`config.mk`:
```
export PLATFORM = sky130hd
export DESIGN_NAME = rtc_event_off_scheduler
export DESIGN_NICKNAME = d
export VERILOG_FILES = /design/src/rtc_sched_pkg.sv /design/src/rtc_event_off_scheduler.sv
export SDC_FILE = /design/constraint.sdc
export NUM_CORES = 2
export LEC_CHECK = 0
export ABC_CLOCK_PERIOD_IN_PS = 11800
export BUFFER_PORTS_ARGS = -buffer_cell sky130_fd_sc_hd__buf_2
export CAP_MARGIN = 20
export CORE_ASPECT_RATIO = 2
export CORE_UTILIZATION = 37
export DETAILED_ROUTE_END_ITERATION = 8
export HOLD_SLACK_MARGIN = 0.03
export PLACE_DENSITY_LB_ADDON = 0.1
export RECOVER_POWER = 100
export SYNTH_ARGS = -nofsm -noshare
export SYNTH_HDL_FRONTEND = slang
export SYNTH_SLANG_ARGS = --single-unit
export TNS_END_PERCENT = 100
```
`constraint.sdc`:
```
create_clock -name i_sys_clk -period 11.8 [get_ports i_sys_clk]
set_input_delay 2.36 -clock i_sys_clk [delete_from_list [all_inputs] [get_ports i_sys_clk]]
set_output_delay 2.36 -clock i_sys_clk [all_outputs]
set_load 0.01 [all_outputs]
```
`src/rtc_sched_pkg.sv`:
```
// constants, field layouts and types of the scheduled-event off-action block
// assumes a 50 MHz system clock and an apb master with 32-bit data
package rtc_sched_pkg;

    // timing
    localparam longint unsigned CLK_HZ         = 64'd50000000;
    localparam longint unsigned MINUTE_SECONDS = 64'd60;
    localparam logic [31:0]     MINUTE_CYCLES  = 32'(MINUTE_SECONDS * CLK_HZ);

    // event table
    localparam int          NUM_EVENTS = 20;
    localparam logic [4:0]  LAST_EVENT = 5'h13;
    localparam logic [4:0]  HOUR_MAX   = 5'h17;
    localparam logic [5:0]  MINUTE_MAX = 6'h3b;

    // action codes
    localparam logic [4:0]  ACT_NONE      = 5'h00;
    localparam logic [4:0]  ACT_SETUP1    = 5'h01;
    localparam logic [4:0]  ACT_PRESET1   = 5'h05;
    localparam logic [4:0]  ACT_AOUT1_OFF = 5'h09;
    localparam logic [4:0]  ACT_RELAY1_ON = 5'h0d;
    localparam logic [4:0]  ACT_START     = 5'h11;
    localparam logic [4:0]  ACT_STOP      = 5'h12;

    // action groups
    localparam logic [2:0]  GRP_NONE   = 3'h0;
    localparam logic [2:0]  GRP_SETUP  = 3'h1;
    localparam logic [2:0]  GRP_PRESET = 3'h2;
    localparam logic [2:0]  GRP_AOUT   = 3'h3;
    localparam logic [2:0]  GRP_RELAY  = 3'h4;
    localparam logic [2:0]  GRP_DRIVE  = 3'h5;

    // start-up policy
    localparam logic        POLICY_EXEC = 1'b0;
    localparam logic        POLICY_WAIT = 1'b1;

    // register byte offsets
    localparam logic [11:0] REG_CTRL    = 12'h000;
    localparam logic [11:0] REG_TIME    = 12'h004;
    localparam logic [11:0] REG_STATUS  = 12'h008;
    localparam logic [11:0] REG_SELECT  = 12'h00c;
    localparam logic [11:0] REG_EVT_ON  = 12'h010;
    localparam logic [11:0] REG_EVT_OFF = 12'h014;

    // field positions
    localparam int CTRL_ENABLE_BIT  = 0;
    localparam int CTRL_POLICY_BIT  = 1;
    localparam int FLD_ACT_LSB      = 0;
    localparam int FLD_MIN_LSB      = 8;
    localparam int FLD_HOUR_LSB     = 16;
    localparam int STAT_REFUSED_BIT = 8;
    localparam int STAT_BUSY_BIT    = 9;

    // reset values
    localparam logic CTRL_ENABLE_RESET = 1'b0;
    localparam logic CTRL_POLICY_RESET = POLICY_WAIT;

    typedef enum {st_idle, st_scan, st_catch} scan_state_type;

    typedef struct packed {
        logic [4:0] hour;
        logic [5:0] minute;
    } tod_type;

    typedef struct packed {
        tod_type    on_time;
        logic [4:0] on_act;
        tod_type    off_time;
        logic [4:0] off_act;
    } event_type;

    typedef struct packed {
        logic       valid;
        logic [4:0] code;
    } action_type;

    typedef struct packed {
        logic        psel;
        logic        penable;
        logic        pwrite;
        logic [11:0] paddr;
        logic [31:0] pwdata;
    } apb_req_type;

    typedef struct packed {
        logic        pready;
        logic        pslverr;
        logic [31:0] prdata;
    } apb_rsp_type;

    function automatic logic [2:0] action_group(input logic [4:0] code);
        if (code >= ACT_START && code <= ACT_STOP)
            return GRP_DRIVE;
        else if (code >= ACT_RELAY1_ON)
            return (code < ACT_START) ? GRP_RELAY : GRP_NONE;
        else if (code >= ACT_AOUT1_OFF)
            return GRP_AOUT;
        else if (code >= ACT_PRESET1)
            return GRP_PRESET;
        else if (code >= ACT_SETUP1)
            return GRP_SETUP;
        return GRP_NONE;
    endfunction

    function automatic logic tod_ok(input tod_type t);
        return (t.hour <= HOUR_MAX) && (t.minute <= MINUTE_MAX);
    endfunction

endpackage

```
`src/rtc_event_off_scheduler.sv`:
```
// time-of-day event scheduler: twenty on/off events, apb register access
// assumes apb inputs are synchronous to i_sys_clk; i_reset is synchronous
// Overview of operation
// off action codes 0 to 18
// off actions reset to no action
// off time reached runs that index's off action
// unrelated off action is refused
// policy 0 runs past on actions
// start-up policy resets to wait
// software must choose policy when enabling
// actions grouped 1-4,5-8,9-12,13-16,17-18
// twenty events, times 00.00 to 23.59
// events may overlap independently
// minute compare, each action once daily
//
// Decided for this implementation: the APB register port and the placing of the registers.
`timescale 1ns/100ps
module rtc_event_off_scheduler
#(
    parameter logic [31:0] p_minute_cycles = rtc_sched_pkg::MINUTE_CYCLES
)
(
    input  wire logic                       i_sys_clk,
    input  wire logic                       i_reset,
    input  wire rtc_sched_pkg::apb_req_type i_apb,
    output      rtc_sched_pkg::apb_rsp_type o_apb,
    output      rtc_sched_pkg::action_type  o_action
);
    import rtc_sched_pkg::*;

    // register group
    logic        enable;
    logic        policy;
    logic [4:0]  sel_idx;
    logic        refused;
    event_type   events [NUM_EVENTS];
    apb_rsp_type rsp;
    logic        next_enable;
    logic        next_policy;
    logic [4:0]  next_sel_idx;
    logic        next_refused;
    event_type   next_events [NUM_EVENTS];
    apb_rsp_type next_rsp;
    // time group
    logic [31:0] minute_cnt;
    tod_type     now;
    logic        tick;
    logic [31:0] next_minute_cnt;
    tod_type     next_now;
    logic        next_tick;
    // scan group
    scan_state_type state;
    logic [4:0]     ptr;
    logic           phase;
    logic           enable_d;
    tod_type        scan_time;
    action_type     action;
    logic [4:0]     last_code;
    scan_state_type next_state;
    logic [4:0]     next_ptr;
    logic           next_phase;
    tod_type        next_scan_time;
    action_type     next_action;
    logic [4:0]     next_last_code;
    // shared decode
    logic        setup;
    logic        wr_done;
    logic        time_wr;
    tod_type     wr_tod;
    logic [4:0]  wr_act;
    event_type   cur;
    logic        fire_on;
    logic        fire_off;
    logic        same_group;
    logic        refuse_evt;
    assign setup   = i_apb.psel && !i_apb.penable;
    assign wr_done = i_apb.psel && i_apb.penable && rsp.pready && i_apb.pwrite;
    assign wr_tod  = '{hour:   i_apb.pwdata[FLD_HOUR_LSB +: 5],
                       minute: i_apb.pwdata[FLD_MIN_LSB +: 6]};
    assign wr_act  = i_apb.pwdata[FLD_ACT_LSB +: 5];
    assign time_wr = wr_done && i_apb.paddr == REG_TIME && tod_ok(wr_tod);

    always_comb
    begin
        next_enable  = enable;
        next_policy  = policy;
        next_sel_idx = sel_idx;
        next_refused = refused;
        next_events  = events;
        next_rsp     = '{pready: setup, pslverr: 1'b0, prdata: rsp.prdata};
        if (setup)
        begin
            next_rsp.prdata = 32'h0;
            case (i_apb.paddr)
                REG_CTRL:
                begin
                    next_rsp.prdata[CTRL_ENABLE_BIT] = enable;
                    next_rsp.prdata[CTRL_POLICY_BIT] = policy;
                end
                REG_TIME:
                begin
                    next_rsp.prdata[FLD_HOUR_LSB +: 5] = now.hour;
                    next_rsp.prdata[FLD_MIN_LSB +: 6]  = now.minute;
                end
                REG_STATUS:
                begin
                    next_rsp.prdata[FLD_ACT_LSB +: 5]   = last_code;
                    next_rsp.prdata[STAT_REFUSED_BIT] = refused;
                    next_rsp.prdata[STAT_BUSY_BIT]    = state != st_idle;
                end
                REG_SELECT:
                    next_rsp.prdata[4:0] = sel_idx;
                REG_EVT_ON:
                begin
                    next_rsp.prdata[FLD_HOUR_LSB +: 5] = events[sel_idx].on_time.hour;
                    next_rsp.prdata[FLD_MIN_LSB +: 6]  = events[sel_idx].on_time.minute;
                    next_rsp.prdata[FLD_ACT_LSB +: 5]  = events[sel_idx].on_act;
                end
                REG_EVT_OFF:
                begin
                    next_rsp.prdata[FLD_HOUR_LSB +: 5] = events[sel_idx].off_time.hour;
                    next_rsp.prdata[FLD_MIN_LSB +: 6]  = events[sel_idx].off_time.minute;
                    next_rsp.prdata[FLD_ACT_LSB +: 5]  = events[sel_idx].off_act;
                end
                default:
                    next_rsp.pslverr = 1'b1;
            endcase
        end
        if (wr_done)
        begin
            case (i_apb.paddr)
                REG_CTRL:
                begin
                    next_enable = i_apb.pwdata[CTRL_ENABLE_BIT];
                    next_policy = i_apb.pwdata[CTRL_POLICY_BIT];
                end
                REG_STATUS:
                    if (i_apb.pwdata[STAT_REFUSED_BIT])
                        next_refused = 1'b0;
                REG_SELECT:
                    if (i_apb.pwdata[4:0] <= LAST_EVENT)
                        next_sel_idx = i_apb.pwdata[4:0];
                REG_EVT_ON:
                    if (tod_ok(wr_tod) && wr_act <= ACT_STOP)
                    begin
                        next_events[sel_idx].on_time = wr_tod;
                        next_events[sel_idx].on_act  = wr_act;
                    end
                REG_EVT_OFF:
                    if (tod_ok(wr_tod) && wr_act <= ACT_STOP)
                    begin
                        next_events[sel_idx].off_time = wr_tod;
                        next_events[sel_idx].off_act  = wr_act;
                    end
                default:
                    next_refused = refused;
            endcase
        end
        if (refuse_evt)
            next_refused = 1'b1;
        if (i_reset)
        begin
            next_enable  = CTRL_ENABLE_RESET;
            next_policy  = CTRL_POLICY_RESET;
            next_sel_idx = 5'h00;
            next_refused = 1'b0;
            next_rsp     = '0;
            next_events  = '{default: '0};
        end
    end

    always_ff @(posedge i_sys_clk)
    begin
        enable  <= next_enable;
        policy  <= next_policy;
        sel_idx <= next_sel_idx;
        refused <= next_refused;
        events  <= next_events;
        rsp     <= next_rsp;
    end

    // minute time base and time of day
    always_comb
    begin
        next_minute_cnt = minute_cnt + 32'h1;
        next_now        = now;
        next_tick       = 1'b0;
        if (minute_cnt >= p_minute_cycles - 32'h1)
        begin
            next_minute_cnt = 32'h0;
            next_tick       = 1'b1;
            if (now.minute == MINUTE_MAX)
            begin
                next_now.minute = 6'h00;
                next_now.hour   = (now.hour == HOUR_MAX) ? 5'h00 : now.hour + 5'h1;
            end
            else
                next_now.minute = now.minute + 6'h1;
        end
        if (time_wr)
        begin
            next_now        = wr_tod;
            next_minute_cnt = 32'h0;
        end
        if (i_reset)
        begin
            next_minute_cnt = 32'h0;
            next_now        = '0;
            next_tick       = 1'b0;
        end
    end

    always_ff @(posedge i_sys_clk)
    begin
        minute_cnt <= next_minute_cnt;
        now        <= next_now;
        tick       <= next_tick;
    end

    // event scan: each index checked on its own, so events may overlap
    assign cur        = events[ptr];
    assign same_group = action_group(cur.on_act) == action_group(cur.off_act)
                        && action_group(cur.off_act) != GRP_NONE;
    assign fire_on    = !phase && cur.on_act != ACT_NONE
                        && ((state == st_scan && cur.on_time == scan_time)
                        || (state == st_catch && cur.on_time <= scan_time));
    assign fire_off   = phase && state == st_scan && cur.off_act != ACT_NONE
                        && cur.off_time == scan_time;
    assign refuse_evt = fire_off && !same_group;

    always_comb
    begin
        next_state     = state;
        next_ptr       = ptr;
        next_phase     = phase;
        next_scan_time = scan_time;
        next_action    = '{valid: 1'b0, code: ACT_NONE};
        next_last_code = last_code;
        case (state)
            st_idle:
            begin
                next_ptr   = 5'h00;
                next_phase = 1'b0;
                if (enable && !enable_d && policy == POLICY_EXEC)
                begin
                    next_state     = st_catch;
                    next_scan_time = now;
                end
                else if (enable && tick)
                begin
                    next_state     = st_scan;
                    next_scan_time = now;
                end
            end
            st_scan, st_catch:
            begin
                if (fire_on)
                    next_action = '{valid: 1'b1, code: cur.on_act};
                else if (fire_off && same_group)
                    next_action = '{valid: 1'b1, code: cur.off_act};
                if (next_action.valid)
                    next_last_code = next_action.code;
                if (state == st_scan && !phase)
                    next_phase = 1'b1;
                else
                begin
                    next_phase = 1'b0;
                    if (ptr == LAST_EVENT)
                        next_state = st_idle;
                    else
                        next_ptr = ptr + 5'h1;
                end
            end
            default:
                next_state = st_idle;
        endcase
        if (i_reset)
        begin
            next_state     = st_idle;
            next_ptr       = 5'h00;
            next_phase     = 1'b0;
            next_scan_time = '0;
            next_action    = '0;
            next_last_code = ACT_NONE;
        end
    end

    always_ff @(posedge i_sys_clk)
    begin
        state     <= next_state;
        ptr       <= next_ptr;
        phase     <= next_phase;
        scan_time <= next_scan_time;
        action    <= next_action;
        last_code <= next_last_code;
        enable_d  <= i_reset ? 1'b0 : enable;
    end

    assign o_apb    = rsp;
    assign o_action = action;
endmodule

```
==> results by group <==
Die
  – Die width: 228 um
  – # rows: 165
  – Die height: approximately 450 um
  – Starting Density: 37.4%
  – Core box area: 101000 um^2
  – Number of I/O pins: 89
  – Die ar.: 104000 um^2

Global route
  – Antenna violations before repair: 4
  – Pin count of the biggest net entering global routing: ~190
  – Total global-route track usage: between 20 and 30%
  – Vias in the first global route: 31.6k
  – Total gr overflow: 0
  – First-pass GRT wire length: about 220000 um

Clock tree
  – Worst-Skew Late Latency: about 0.68 ns
  – # Post-CTS Setup Buffers: 0
  – Clk buf depth: 3
  – CTS Hold Buffers Added: 0
  – Num CTS Buffers: about 70
  – Clock root buffer: clkbuf_16
  – # resized after CTS: 0
  – Clock-pin slew on the worst setup and hold paths: about 0.070 ns
  – Sink Count: approximately 740
  – CTS H-tree depth: 3
  – CTS tree: done

Synthesis
  – Synth Area in Adders: less than 1%
  – Warnings from Yosys: 0
  – EDFF count, synth: 0
  – Cells after synthesis: between 4k and 5k
  – Mux contribution to synthesized area: 22.7%
  – Post-synthesis average cell area: 8.76 um^2
  – Post-synthesis compound-gate area fraction: 13.0%
  – Number of synthesized register bits: roughly 740
  – Mapped cell area: 37900 um^2
  – Post-synthesis xor/xnor area fraction: 1.13%
  – FFs w/ async S/R, synth: 0%
  – Largest family of logic cells by synthesized area: multiplexers
  – Post-synthesis simple-gate area fraction: 18.4%
  – Synth unique cells: 80
  – Main synth FF type: dfxtp_1
  – Sequential share of the synthesized area: approximately two fifths

Timing
  – Slew headroom: -190%
  – Hold Violations, Final: 0
  – # setup viols final: 0
  – Slew @ Worst Pin: approximately 4.3 ns
  – RSZ-0062 raised after global routing: false
  – Total negative slack: 0 ns
  – Setup slack after layout: just over 3 ns
  – Peak Freq: ~110 MHz
  – Tmin final: around 8.7 ns
  – Clock skew: 0.0247 ns
  – Fin crit share: between 70% and 80%
  – Max Slew Vio Count: 583

Run
  – MaxCap Viol Count: 22

Routing
  – Vias per inst: 5.75
  – Detailed Route WL: 150000 um
  – Antenna Nets Post-Route: 0
  – Pre-antenna DRT Iters: 8
  – Wire per inst: ~27 um
  – Initial DRC count: 2510
  – Residual DRC count: 0
  – Routed vias: 32.1k

Layout
  – Nets: 4246
  – Fill cell count: 10.2k
  – Sequential Area: 14900 um^2
  – Multi-input gate area: 21300 um^2
  – Share of post-route cells with drive strength above 1: between 10% and 20%
  – Layout area overhead: 9.37%
  – Final instance area: 41400 um^2

Place
  – # port buffers: 56
  – DP Worst Slack: 5.38 ns
  – Placed Area: 39000 um^2
  – Gpl congestion: 0.879
  – Final HPWL DP: 101000 um

Status
  – Outcome: finished, violations left
  – Failing checks: max-capacitance violations, max-slew violations

Power
  – Max VDD drop: 0.0918 mV
  – PwrDens: around 130 nW/um^2
  – P_leak: 0.0126 uW

Worst setup path
  – Crit-path slowest cell: clkbuf_1
  – Worst setup EP type: flop
  – CP top delay family: buffers and inverters
  – Worst path required time: around 12 ns
  – WP data arrival: 9.26 ns
  – Crit path kind: input port to flop
  – Worst path bufs/invs: 4
  – CP Cell Sequence: buf_8 > clkbuf_1 > clkbuf_1 > buf_4 > a21oi_1
  – Worst setup SP type: input port
  – Crit-path most repeated cell: clkbuf_1
  – CP peak stage delay: between 2 and 3 ns
  – Crit-path max FO: 126

Min path
  – Worst min path class: flop to flop
sequential cells by signal (all words and copies together), names as in the netlist:
register and cells:
sel_idx 5, o_apb 18, o_action 6, ptr 5, refused 1, phase 1, state 2, tick 1
enable 1, minute_cnt 32, events 640, policy 1, now 11, last_code 5, enable_d 1, scan_time 11
kinds of logic (layout without fill, tap and decap cells):
family | Yosys count | in the layout
adders and majority gates | 19 | 19
muxes | 455 | 455
and+or+nand+nor | 1749 | 1749
AOI/OAI and AO/OA | 885 | 885
other | 1 | 18
xor gates and xnor gates | 49 | 49
buffers and inverters | 428 | 321
DFF | 741 | 741
placed cells by master, fill, tap and decap left out, drive strengths merged, types with 11 or more instances in the layout:
cell,netlist,routed
a21oi,701,701
xor2,20,20
or2,12,12
conb,1,16
nor2,183,183
nand3,30,30
and2,12,12
nor3,21,21
buf,121,107
dfxtp,741,741
o22ai,27,27
nor2b,22,22
xnor2,29,29
a22oi,33,33
nor4,11,11
o21ai,20,20
mux2,18,18
ha,19,19
a22o,13,13
mux2i,116,116
nand2,1408,1408
clkbuf,274,158
mux4,321,321
a211oi,14,14
nand4,14,14
and3,12,12
clkinv,0,14
inv,33,35
worst reg2reg max path, stage by stage, from the launching register on:
cell and delay, ns:
dfxtp_4 0.71, clkbuf_1 2.72, buf_4 0.92, mux4_2 0.64, mux4_2 0.56, a22o_1 0.34
ha_1 0.33, o21a_1 0.12, o21a_1 0.11, o21a_1 0.11, o21a_1 0.12, o21ai_0 0.10
a31oi_1 0.87, nor2_1 0.27, mux2_1 0.42, o22ai_1 0.16
synth_stat cells (all sizes together), types with 14 or more instances:
cell type / instances / area [um^2]
o21ai: 20 / 100
clkbuf: 274 / 1030
nor2: 183 / 687
ha: 19 / 238
mux4: 321 / 7250
nand2: 1408 / 5290
nand3: 30 / 150
xnor2: 29 / 254
dfxtp: 741 / 14800
inv: 33 / 124
mux2i: 116 / 1160
a22oi: 33 / 248
nor3: 21 / 105
a21oi: 701 / 3520
nor2b: 22 / 138
mux2: 18 / 203
o22ai: 27 / 169
nand4: 14 / 87.6
a211oi: 14 / 110
xor2: 20 / 175
buf: 121 / 726
final timing paths:
kind / end / slack [ns] / startpoint / cells after the start
worst max-delay path: events[409]$_SDFFE_PP0P_ / 3.07 / i_reset / 5
worst max register to register: last_code[2]$_SDFFE_PP0P_ / 3.23 / ptr[0]$_SDFFE_PP0P_ / 15
worst min register to register: o_apb[11]$_SDFFE_PP0P_ / 0.45 / o_apb[11]$_SDFFE_PP0P_ / 2
worst min-delay path: o_apb[11]$_SDFFE_PP0P_ / 0.45 / o_apb[11]$_SDFFE_PP0P_ / 2
routing by layer:
layer | share of wire [%] | global-route usage (%)
met2 | 54 | 54.4
met1 | 36 | 30.5
met5 | 0 | 0
met4 | 6.6 | 17.6
met3 | 4.3 | 3.35
power breakdown:
group          internal, uW  switching [uW]  total, uW
clock                  1460            1100       2550
combinational          58.7             176        234
sequential             2500            7.51       2510
total                  4020            1280       5300
cell type report:
type,count,area share (%)
multi-input cells,3173,51.3
flip-flops and latches,741,35.9
clock buffers,108,5.44
well taps,1336,4.03
repair buffers,157,2.41
clock inverters,23,0.673
inverters,33,0.299
diodes,2,0.0121
per-stage QoR:
| step | utilization (%) | power, uW | hold slack [ns] | instances |
|---|---|---|---|---|
| after floorplan | - | 2730 | 0.428 | 4342 |
| after global placement | 38.4 | 2800 | 0.438 | 5433 |
| after detailed placement | 38.5 | 2800 | 0.444 | 5436 |
| after CTS | 41.0 | 5340 | 0.452 | 5567 |
| after global routing | 40.9 | 5440 | 0.463 | 5572 |
| final | 40.9 | 5300 | 0.453 | 5573 |
Note: power is estimated with default switching activity, not from simulation.
